`src/common/cpe_defines.svh`:
```
// offsets, field positions, reset values and maps for the pipeline block
`ifndef CPE_DEFINES_SVH
`define CPE_DEFINES_SVH
`define CPE_SEL_FAULT_ADDR 3'h3
`define CPE_SEL_FAULT_STAT 3'h5
`define CPE_SEL_FP_FLAG 3'h7
`define CPE_FAULT_ADDR_RST 32'h0000_0000
`define CPE_RESET_PC 32'h0000_0000
`define CPE_EXC_VECTOR 32'h0000_0020
`define CPE_WORD_STEP 32'h0000_0004
`define CPE_CODE_HI 4
`define CPE_CODE_LO 0
`define CPE_DET_WORD 11
`define CPE_DET_STORE 10
`define CPE_DET_REG_HI 9
`define CPE_DET_REG_LO 5
`define CPE_FP_BAD_OP 4
`define CPE_FP_ZERO_DIV 3
`define CPE_FP_TOO_LARGE 2
`define CPE_FP_TOO_SMALL 1
`define CPE_FP_DENORM 0
`define CPE_PF_DEPTH 2'h2
`define CPE_LMP_BASE 32'h0000_0000
`define CPE_LMP_MASK 32'hFFFF_0000
`define CPE_CLP_BASE 32'h8000_0000
`define CPE_CLP_MASK 32'hF000_0000
`endif

```
`src/common/cpe_pkg.sv`:
```
// types shared by the pipeline and exception block
package cpe_pkg;
    typedef enum logic [1:0] {
        CPE_SZ_BYTE = 2'h0,
        CPE_SZ_HALF = 2'h1,
        CPE_SZ_WORD = 2'h2
    } cpe_size_e;
    typedef enum logic [4:0] {
        CPE_EC_NONE = 5'h00,
        CPE_EC_UNALIGNED = 5'h01,
        CPE_EC_ILLEGAL = 5'h02,
        CPE_EC_IBUS = 5'h03,
        CPE_EC_DBUS = 5'h04,
        CPE_EC_DIV0 = 5'h05,
        CPE_EC_FPU = 5'h06
    } cpe_cause_e;
endpackage

```
`src/logic/cpe_core_pipe.sv`:
```
// three-stage pipeline control with exception and fp flag registers
`timescale 1ns/100ps
`include "cpe_defines.svh"
module cpe_core_pipe (
    input wire logic clk,
    input wire logic rst_n,
    input wire logic [31:0] imem_rdata,
    input wire logic imem_ack,
    output logic imem_req,
    output logic [31:0] imem_addr,
    output logic dec_valid,
    output logic [31:0] dec_pc,
    output logic ex_valid,
    output logic [31:0] ex_instr,
    output logic [31:0] ex_pc,
    input wire logic ex_busy,
    input wire logic br_taken,
    input wire logic br_delay,
    input wire logic [31:0] br_target,
    input wire logic dreq,
    input wire logic [31:0] dreq_addr,
    input wire logic [1:0] dreq_size,
    input wire logic dreq_store,
    input wire logic [4:0] dreq_reg,
    input wire logic trap_unaligned,
    output logic [2:0] dport_req,
    output logic [2:0] dport_abort,
    output logic [31:0] dport_addr,
    output logic [3:0] dport_be,
    output logic dport_we,
    input wire logic dbus_err,
    input wire logic exc_illegal,
    input wire logic exc_ibus,
    input wire logic exc_div0,
    input wire logic exc_fpu,
    input wire logic [4:0] fp_raise,
    input wire logic spec_rd,
    input wire logic spec_wr,
    input wire logic [2:0] special_sel,
    input wire logic [31:0] spec_wdata,
    output logic [31:0] spec_rdata,
    output logic exc_taken,
    output logic [31:0] exc_ret_pc
);
    logic dec_valid_reg, dec_valid_next;
    logic [31:0] dec_instr_reg, dec_instr_next;
    logic [31:0] dec_pc_reg, dec_pc_next;
    logic ex_valid_reg, ex_valid_next;
    logic [31:0] ex_instr_reg, ex_instr_next;
    logic [31:0] ex_pc_reg, ex_pc_next;
    logic [31:0] next_pc_reg, next_pc_next;
    logic imem_req_reg, imem_req_next;
    logic [31:0] pf_instr_reg [2];
    logic [31:0] pf_instr_next [2];
    logic [31:0] pf_pc_reg [2];
    logic [31:0] pf_pc_next [2];
    logic [1:0] pf_cnt_reg, pf_cnt_next;
    logic pf_rd_reg, pf_rd_next;
    logic pf_wr_reg, pf_wr_next;
    logic [2:0] dport_req_reg, dport_req_next;
    logic [2:0] dport_abort_reg, dport_abort_next;
    logic [31:0] dport_addr_reg, dport_addr_next;
    logic [3:0] dport_be_reg, dport_be_next;
    logic dport_we_reg, dport_we_next;
    logic [31:0] fault_addr_reg, fault_addr_next;
    logic [4:0] cause_code_reg, cause_code_next;
    logic [6:0] cause_detail_reg, cause_detail_next;
    logic [4:0] fp_flag_reg, fp_flag_next;
    logic [31:0] spec_rdata_reg, spec_rdata_next;
    logic exc_taken_reg, exc_taken_next;
    logic [31:0] exc_ret_pc_reg, exc_ret_pc_next;
    logic misaligned, unal_exc, exc_take, br_plain, br_slot;
    logic [2:0] port_hit;

    // shared exception qualifiers
    always_comb begin
        misaligned = 1'b0;
        if (dreq_size == cpe_pkg::CPE_SZ_WORD) begin
            misaligned = (dreq_addr[1:0] != 2'h0);
        end else if (dreq_size == cpe_pkg::CPE_SZ_HALF) begin
            misaligned = dreq_addr[0];
        end
        unal_exc = dreq & trap_unaligned & misaligned;
        exc_take = unal_exc | dbus_err | exc_illegal | exc_ibus |
                   exc_div0 | exc_fpu;
        br_plain = br_taken & ex_valid_reg & ~br_delay;
        br_slot = br_taken & ex_valid_reg & br_delay;
    end

    // pipeline stages and prefetch buffer
    always_comb begin
        dec_valid_next = dec_valid_reg;
        dec_instr_next = dec_instr_reg;
        dec_pc_next = dec_pc_reg;
        ex_valid_next = ex_valid_reg;
        ex_instr_next = ex_instr_reg;
        ex_pc_next = ex_pc_reg;
        next_pc_next = next_pc_reg;
        pf_instr_next = pf_instr_reg;
        pf_pc_next = pf_pc_reg;
        pf_cnt_next = pf_cnt_reg;
        pf_rd_next = pf_rd_reg;
        pf_wr_next = pf_wr_reg;
        if (exc_take) begin
            // the faulting execute instruction is dropped
            dec_valid_next = 1'b0;
            ex_valid_next = 1'b0;
            pf_cnt_next = 2'h0;
            pf_rd_next = 1'b0;
            pf_wr_next = 1'b0;
            next_pc_next = `CPE_EXC_VECTOR;
        end else if (br_plain) begin
            dec_valid_next = 1'b0;
            ex_valid_next = 1'b0;
            pf_cnt_next = 2'h0;
            pf_rd_next = 1'b0;
            pf_wr_next = 1'b0;
            next_pc_next = {br_target[31:2], 2'h0};
        end else if (br_slot) begin
            // buffer holds wrong-path words past the slot, so drop it too
            ex_valid_next = dec_valid_reg;
            ex_instr_next = dec_instr_reg;
            ex_pc_next = dec_pc_reg;
            dec_valid_next = 1'b0;
            pf_cnt_next = 2'h0;
            pf_rd_next = 1'b0;
            pf_wr_next = 1'b0;
            next_pc_next = {br_target[31:2], 2'h0};
        end else if (ex_busy) begin
            // stages hold; arriving words park in the buffer
            if (imem_ack) begin
                pf_instr_next[pf_wr_reg] = imem_rdata;
                pf_pc_next[pf_wr_reg] = next_pc_reg;
                pf_wr_next = ~pf_wr_reg;
                pf_cnt_next = pf_cnt_reg + 2'h1;
                next_pc_next = next_pc_reg + `CPE_WORD_STEP;
            end
        end else begin
            ex_valid_next = dec_valid_reg;
            ex_instr_next = dec_instr_reg;
            ex_pc_next = dec_pc_reg;
            // fetch is the memory cycle itself, so refill costs two cycles
            if (pf_cnt_reg != 2'h0) begin
                dec_valid_next = 1'b1;
                dec_instr_next = pf_instr_reg[pf_rd_reg];
                dec_pc_next = pf_pc_reg[pf_rd_reg];
                pf_rd_next = ~pf_rd_reg;
                pf_cnt_next = pf_cnt_reg - 2'h1;
                if (imem_ack) begin
                    pf_instr_next[pf_wr_reg] = imem_rdata;
                    pf_pc_next[pf_wr_reg] = next_pc_reg;
                    pf_wr_next = ~pf_wr_reg;
                    pf_cnt_next = pf_cnt_reg;
                end
            end else begin
                dec_valid_next = imem_ack;
                dec_instr_next = imem_rdata;
                dec_pc_next = next_pc_reg;
            end
            if (imem_ack) begin
                next_pc_next = next_pc_reg + `CPE_WORD_STEP;
            end
        end
        // a request is only made while a slot is sure to be free
        imem_req_next = (pf_cnt_next < `CPE_PF_DEPTH);
    end

    always_ff @(posedge clk or negedge rst_n) begin
        if (!rst_n) begin
            dec_valid_reg <= 1'b0;
            dec_instr_reg <= 32'h0000_0000;
            dec_pc_reg <= `CPE_RESET_PC;
            ex_valid_reg <= 1'b0;
            ex_instr_reg <= 32'h0000_0000;
            ex_pc_reg <= `CPE_RESET_PC;
            next_pc_reg <= `CPE_RESET_PC;
            imem_req_reg <= 1'b0;
            pf_instr_reg <= '{default: 32'h0000_0000};
            pf_pc_reg <= '{default: 32'h0000_0000};
            pf_cnt_reg <= 2'h0;
            pf_rd_reg <= 1'b0;
            pf_wr_reg <= 1'b0;
        end else begin
            dec_valid_reg <= dec_valid_next;
            dec_instr_reg <= dec_instr_next;
            dec_pc_reg <= dec_pc_next;
            ex_valid_reg <= ex_valid_next;
            ex_instr_reg <= ex_instr_next;
            ex_pc_reg <= ex_pc_next;
            next_pc_reg <= next_pc_next;
            imem_req_reg <= imem_req_next;
            pf_instr_reg <= pf_instr_next;
            pf_pc_reg <= pf_pc_next;
            pf_cnt_reg <= pf_cnt_next;
            pf_rd_reg <= pf_rd_next;
            pf_wr_reg <= pf_wr_next;
        end
    end

    // data ports: speculative issue on all three, losers aborted next
    always_comb begin
        // maps assumed disjoint, so exactly one port hits
        port_hit[0] = ((dport_addr_reg & `CPE_LMP_MASK) ==
                       `CPE_LMP_BASE);
        port_hit[2] = ((dport_addr_reg & `CPE_CLP_MASK) ==
                       `CPE_CLP_BASE);
        port_hit[1] = ~port_hit[0] & ~port_hit[2];
        dport_abort_next = dport_req_reg & ~port_hit;
        dport_req_next = (dreq & ~exc_take) ? 3'h7 : 3'h0;
        dport_addr_next = dreq ? dreq_addr : dport_addr_reg;
        dport_we_next = dreq & dreq_store;
        // big-endian lanes: byte 0 rides on the top lane
        case (dreq_size)
            cpe_pkg::CPE_SZ_WORD: dport_be_next = 4'hF;
            cpe_pkg::CPE_SZ_HALF: begin
                dport_be_next = dreq_addr[1] ? 4'h3 : 4'hC;
            end
            default: dport_be_next = 4'h8 >> dreq_addr[1:0];
        endcase
    end

    always_ff @(posedge clk or negedge rst_n) begin
        if (!rst_n) begin
            dport_req_reg <= 3'h0;
            dport_abort_reg <= 3'h0;
            dport_addr_reg <= 32'h0000_0000;
            dport_be_reg <= 4'h0;
            dport_we_reg <= 1'b0;
        end else begin
            dport_req_reg <= dport_req_next;
            dport_abort_reg <= dport_abort_next;
            dport_addr_reg <= dport_addr_next;
            dport_be_reg <= dport_be_next;
            dport_we_reg <= dport_we_next;
        end
    end

    // exception capture, fp flags and special register reads
    always_comb begin
        fault_addr_next = fault_addr_reg;
        cause_code_next = cause_code_reg;
        cause_detail_next = cause_detail_reg;
        exc_taken_next = exc_take;
        exc_ret_pc_next = exc_take ? dec_pc_reg : exc_ret_pc_reg;
        if (unal_exc) begin
            fault_addr_next = dreq_addr;
            cause_code_next = cpe_pkg::CPE_EC_UNALIGNED;
            cause_detail_next = {dreq_size == cpe_pkg::CPE_SZ_WORD,
                                 dreq_store, dreq_reg};
        end else if (dbus_err) begin
            fault_addr_next = dport_addr_reg;
            cause_code_next = cpe_pkg::CPE_EC_DBUS;
            cause_detail_next = 7'h00;
        end else if (exc_illegal) begin
            cause_code_next = cpe_pkg::CPE_EC_ILLEGAL;
            cause_detail_next = 7'h00;
        end else if (exc_ibus) begin
            cause_code_next = cpe_pkg::CPE_EC_IBUS;
            cause_detail_next = 7'h00;
        end else if (exc_div0) begin
            cause_code_next = cpe_pkg::CPE_EC_DIV0;
            cause_detail_next = 7'h00;
        end else if (exc_fpu) begin
            cause_code_next = cpe_pkg::CPE_EC_FPU;
            cause_detail_next = 7'h00;
        end
        // raised flags win over a software write in the same cycle
        fp_flag_next = fp_flag_reg;
        if (spec_wr && special_sel == `CPE_SEL_FP_FLAG) begin
            fp_flag_next = spec_wdata[4:0];
        end
        fp_flag_next = fp_flag_next | fp_raise;
        spec_rdata_next = spec_rdata_reg;
        if (spec_rd) begin
            case (special_sel)
                `CPE_SEL_FAULT_ADDR: spec_rdata_next = fault_addr_reg;
                `CPE_SEL_FAULT_STAT: begin
                    spec_rdata_next = {20'h0_0000, cause_detail_reg,
                                       cause_code_reg};
                end
                `CPE_SEL_FP_FLAG: spec_rdata_next = {27'h000_0000,
                                                     fp_flag_reg};
                default: spec_rdata_next = 32'h0000_0000;
            endcase
        end
    end

    always_ff @(posedge clk or negedge rst_n) begin
        if (!rst_n) begin
            fault_addr_reg <= `CPE_FAULT_ADDR_RST;
            cause_code_reg <= cpe_pkg::CPE_EC_NONE;
            cause_detail_reg <= 7'h00;
            fp_flag_reg <= 5'h00;
            spec_rdata_reg <= 32'h0000_0000;
            exc_taken_reg <= 1'b0;
            exc_ret_pc_reg <= 32'h0000_0000;
        end else begin
            fault_addr_reg <= fault_addr_next;
            cause_code_reg <= cause_code_next;
            cause_detail_reg <= cause_detail_next;
            fp_flag_reg <= fp_flag_next;
            spec_rdata_reg <= spec_rdata_next;
            exc_taken_reg <= exc_taken_next;
            exc_ret_pc_reg <= exc_ret_pc_next;
        end
    end

    assign imem_req = imem_req_reg;
    assign imem_addr = next_pc_reg;
    assign dec_valid = dec_valid_reg;
    assign dec_pc = dec_pc_reg;
    assign ex_valid = ex_valid_reg;
    assign ex_instr = ex_instr_reg;
    assign ex_pc = ex_pc_reg;
    assign dport_req = dport_req_reg;
    assign dport_abort = dport_abort_reg;
    assign dport_addr = dport_addr_reg;
    assign dport_be = dport_be_reg;
    assign dport_we = dport_we_reg;
    assign spec_rdata = spec_rdata_reg;
    assign exc_taken = exc_taken_reg;
    assign exc_ret_pc = exc_ret_pc_reg;
endmodule

```
`config.mk`:
```
export PLATFORM = sky130hd
export DESIGN_NAME = cpe_core_pipe
export DESIGN_NICKNAME = d
export VERILOG_FILES = /design/src/common/cpe_pkg.sv /design/src/logic/cpe_core_pipe.sv
export VERILOG_INCLUDE_DIRS = /design/src /design/src/common
export SDC_FILE = /design/constraint.sdc
export NUM_CORES = 1
export LEC_CHECK = 0
export BUFFER_PORTS_ARGS = -buffer_cell sky130_fd_sc_hd__buf_2
export CORE_MARGIN = 2
export CORE_UTILIZATION = 35
export DETAILED_ROUTE_END_ITERATION = 10
export PLACE_DENSITY = 0.6
export SLEW_MARGIN = 40
export SYNTH_ARGS = -nofsm -noshare
export SYNTH_HDL_FRONTEND = slang
export SYNTH_SLANG_ARGS = --single-unit
```
`constraint.sdc`:
```
create_clock -name clk -period 2.5 [get_ports clk]
set_input_delay 0.5 -clock clk [delete_from_list [all_inputs] [get_ports clk]]
set_output_delay 0.5 -clock clk [all_outputs]
set_load 0.1 [all_outputs]
```
**Word level (Yosys, flattened, before mapping)**

Index checks and enable logic that the tools add are counted.

- Register bits after elaboration: 452
- Input port bits: 159
- Output and inout port bits: 239
- Word-level logic and storage cells: 159

- Add/sub/neg operators: 3
- Magnitude comparators: 4
- Eq/ne operators: 8
- Shift operators: 1
- Multiplexer cells: 74
- Bitwise operators: 27
- Reduce and logical (&&, ||, !) cells: 15

Operator list:

| operator | count |
|---|---|
| $mux 32 | 19 |
| $mux 64 | 6 |
| $bwmux 64 | 2 |
| $pmux 32 s3 | 1 |
| $mux 7 | 6 |
| $mux 5 | 7 |
| $add 32x3->32 const B | 1 |
| $demux 32 s1 | 1 |
| $logic_not 32->1 | 1 |
| $mux 1 | 22 |
| $mux 2 | 7 |
| $not 1->1 | 9 |
| $and 1x1->1 | 8 |
| $pmux 4 s2 | 1 |
| $reduce_and 4->1 | 2 |
| $reduce_bool 2->1 | 4 |
| $reduce_bool 4->1 | 2 |
| $eq 3x3->1 const B | 2 |
| $reduce_bool 6->1 | 1 |
| $or 1x1->1 | 5 |
| $or 5x5->5 | 1 |
| $reduce_bool 5->1 | 1 |
| $eq 4x4->1 const B | 1 |
| $ge 2x2->1 const B | 2 |
| 18 further kinds | 20 |

**Logic depth before layout (Yosys ltp)**

- Depth in word-level cells: 12
- Mapped depth: 10
- Mapped depth without buffers: 8

**Worst setup path before layout**

No wires, ideal clock.

- Kind: register to register
- From: reg next_pc_reg[4], in the netlist imem_addr[4]
- To: reg next_pc_reg[27], in the netlist imem_addr[27]
- Library setup time: 0.101 ns
- Arrival: 2.941 ns
- Data required time: 2.399 ns
- Slack: -0.542 ns
- Cell stages (with the launch flop): 9
- Path buffers: 3
- Clock period less this slack: 3.042 ns
- Cell sequence: dfrtp_1 buf_2 nand4_1 or2_1 clkbuf_1 or3_1 clkbuf_1 or3_1 o31ai_1

- Cells in the longest elaborated chain, start to end: 5

Ends and longest elaborated chain:

| element | line | source |
|---|---|---|
| from (decl) | cpe_core_pipe.sv:51 | `logic [31:0] next_pc_reg, next_pc_next;` |
| from (signal assigned) | cpe_core_pipe.sv:176 | `` next_pc_reg <= `CPE_RESET_PC; `` |
| from (signal assigned) | cpe_core_pipe.sv:190 | `next_pc_reg <= next_pc_next;` |
| $add 32x3->32 (no line) | -- |  |
| $mux 32 | cpe_core_pipe.sv:131, cpe_core_pipe.sv:160 |  |
| $mux 32 | cpe_core_pipe.sv:119 | `end else if (br_slot) begin` |
| $mux 32 | cpe_core_pipe.sv:112 | `end else if (br_plain) begin` |
| $mux 32 | cpe_core_pipe.sv:104 | `if (exc_take) begin` |

Every way passes these cells. The select of a mux whose other input is x is not followed.
A chain may end at the register's enable or synchronous reset.

**Final worst setup path**

- From: reg next_pc_reg[2], in the netlist imem_addr[2]
- To: out imem_addr[2]

RTL lines:

| element | line | source |
|---|---|---|
| to (decl) | cpe_core_pipe.sv:10 | `output logic [31:0] imem_addr,` |

No word-level cell between the ends.

==> impl_metrics.py <==
metrics = {
    "critical_path": {
        "end_kind": "output port",
        "arrival_ns": 1.72,
        "startpoint": "imem_addr[2]$_DFFE_PN0P_",
        "slowest_stage": "dfrtp_1",
        "path_delay_family": "flip-flops",
        "r2r_start": "imem_addr[10]$_DFFE_PN0P_",
        "critPathRequiredTime_ns": 2.00,
        "path_cells": "buf_2",
        "cp_num_cells": 1,
        "worstReg2RegEnd": "imem_addr[27]$_DFFE_PN0P_",
        "crit_end": "imem_addr[2]",
        "crit_fanout": 10,
        "reg2reg_depth": 5,
        "ff2ff_setup_slack_ns": 0.31,
        "startpoint_type": "flop",
        "critical_path_class": "reg -> out",
        "cp_num_buf_inv": 1,
        "crit_path_max_incr_delay_ns": 0.57,
    },
    "cts": {
        "clk_path_buf_depth": 3,
        "hold_buffers": 1,
        "cts_setup_buffers": 0,
        "cts_root_buf": "clkbuf_16",
        "clock_latency_ns": 0.59,
        "ctsResizeCount": 0,
        "htree_levels": 2,
        "cts_buffers": 49,
        "cts_tree": "built",
        "numClockSinks": 436,
        "clk_pin_slew_ns": 0.07,
    },
    "hold_path": {
        "holdCritPathClass": "in -> reg",
    },
    "logic_synthesis": {
        "synth_xor_area_share_pct": 0.7919,
        "ys_types": 52,
        "synth.cell_area_um2": 18800,
        "syn-mean-instance-area_um2": 11.38,
        "synth_edf_count": 0,
        "ys_seq_area_share_pct": 58.03,
        "yosys-top-cells-area": "dfrtp_1, mux2_2, mux2i_1, nand2_1, o21ai_0",
        "yosysTopAreaCellShare_pct": 58.03,
        "ys_seq_elements": 436,
        "synth_compound_area_share_pct": 8.931,
        "synth_area_leader_cell": "dfrtp_1",
        "synth_top_family_by_area": "multiplexers",
        "yosysWarnings": 0,
        "synth-async-reset-ratio_pct": 100.0,
        "syn_inst": 1652,
        "synthAdderAreaFrac_pct": 0.2662,
        "synth_mux_area_share_pct": 18.40,
        "synth_flop_cell": "dfrtp_1",
        "synth-simple-area-share_pct": 9.423,
    },
    "outcome": {
        "status": "completed",
    },
    "grt": {
        "grt_overflow": 0,
        "grt_max_degree": 130,
        "grt_pass1_wl_um": 80810,
        "grtUsageTotal_pct": 18.42,
        "grt_pass1_vias": 13980,
        "antenna_found_initial": 9,
    },
    "pwr": {
        "clkPwrFrac_pct": 41.5,
        "switching_share_pct": 29.63,
        "vdd_drop_max_v": 0.0005480,
        "p_seq_share_pct": 44.1,
        "internal_power_mw": 12.39,
        "p_per_area_nw_per_um2": 747.0,
        "combPwrFrac_pct": 14.4,
        "switchingPower_mw": 5.217,
        "power_mw": 17.61,
        "leakagePower_nw": 11.37,
    },
    "place": {
        "dp_hpwl_um": 35880,
        "placed_cell_area_um2": 21890,
        "portBuffers": 360,
        "gp_congestion": 0.8059,
    },
    "layout": {
        "fin_area_um2": 23570,
        "fin_nets": 2191,
        "mostFrequentLayoutCells": "dfrtp_1, buf_2, nand2_1",
        "finish.utilization_pct": 44.58,
        "final_common_cell": "dfrtp_1",
        "syn2layout_area_growth_pct": 25.35,
        "drive_gt1_share_pct": 35.48,
        "largest_register_ffs": 64,
    },
    "timing": {
        "hold_viol": 0,
        "tightest_slew_ns": 0.7110,
        "period_share_pct": 88.61,
        "tns_ns": 0,
        "slew_headroom_pct": 52.60,
        "maxClockFrequency_ghz": 0.4514,
        "rsz0062_at_grt": "no",
        "whs_ns": 0.1023,
        "period_minus_slack_ns": 2.215,
        "setup_viol": 0,
        "slew_viol_final": 0,
        "fin_worst_skew_ns": 0.01760,
    },
    "drt": {
        "ant_nets": 0,
        "drt-total-wl_um": 51390,
        "vias_per_cell": 4.963,
        "drt-wirelength-per-cell_um": 18.62,
        "route.vias.total": 13700,
        "drc": 0,
        "first_pass_iters": 5,
        "initialDrtViolationCount": 681,
    },
    "floorplan": {
        "initial_core_util_pct": 35.57,
        "coreArea_um2": 52870,
        "row_count": 84,
        "fp.dieArea_um2": 55590,
        "io_pins": 398,
        "die_x_um": 235.8,
        "die_y_um": 235.8,
    },
    "job": {
        "max_cap_viol_count": 0,
    },
}
==> Yosys cell counts, types with 9 or more instances <==
master and instances:
a21oi_1 77, nor3_1 10, buf_4 11, mux2i_1 97, inv_1 51, mux2_1 29, o21ai_0 138, xnor2_1 12
a22oi_1 10, buf_1 16, mux2_2 192, o22ai_1 13, nand2_1 235, nor2_1 95, dfrtp_1 436, nand3_1 20
buf_6 12, o31ai_1 9, nand4_1 12, clkbuf_1 73
==> worst min path at each step <==
stage / slack [ns] / end / cells after the start / startpoint
after CTS: 0.06 / fp_flag_reg[1]$_DFF_PN0_ / 2 / fp_raise[1]
final: 0.10 / fp_flag_reg[1]$_DFF_PN0_ / 2 / fp_raise[1]
after floorplan: 0.20 / cause_code_reg[0]$_DFFE_PN0P_ / 0 / rst_n
after detailed placement: 0.44 / ex_pc[28]$_DFFE_PN0P_ / 1 / rst_n
after global routing: 0.09 / fp_flag_reg[4]$_DFF_PN0_ / 2 / fp_raise[4]
after global placement: 0.44 / ex_pc[28]$_DFFE_PN0P_ / 1 / rst_n
==> per-layer routing <==
layer  up-vias  wire (um)  global-route usage [%]
met5         -         80                       0
met4        12       1056                   4.478
met3        81       3350                   4.974
met2       364      24070                   30.14
met1      6777      22840                   24.32
li1       6463          -                       -
==> stage by stage <==
step | setup WS, ns | instances
6_report | 0.2846 | 2760
5_1_grt | 0.1558 | 2760
4_1_cts | 0.2007 | 2757
3_5_place_dp | -0.2906 | 2664
3_3_place_gp | -0.2916 | 2664
2_1_floorplan | -0.2038 | 1659
==> power by group through the flow <==
stage	logic (mW)	registers [mW]	clock network (mW)
2_1_floorplan	0.627	9.08	0
3_3_place_gp	2.52	7.87	0
3_5_place_dp	2.56	7.90	0
4_1_cts	2.56	7.77	7.52
5_1_grt	2.69	7.82	7.82
6_report	2.54	7.77	7.30
==> cell families after synthesis <==
kind of cell               after synthesis
muxes                                  318
other                                    1
AOI/OAI and AO/OA                      291
DFF                                    436
adders and majority gates                4
xor gates and xnor gates                17
and+or+nand+nor                        415
buffers and inverters                  170
==> cell type report <==
type | count | area [um2]
tap | 688 | 860.8
multi-input combinational | 1053 | 7193
antenna | 3 | 7.507
clock inverter | 21 | 230.2
clock buffer | 71 | 1429
timing repair buffer | 437 | 2718
sequential | 436 | 10940
inverter | 51 | 191.4
fill | 4984 | 29300
No activity file was read; power rests on OpenSTA's default activity.
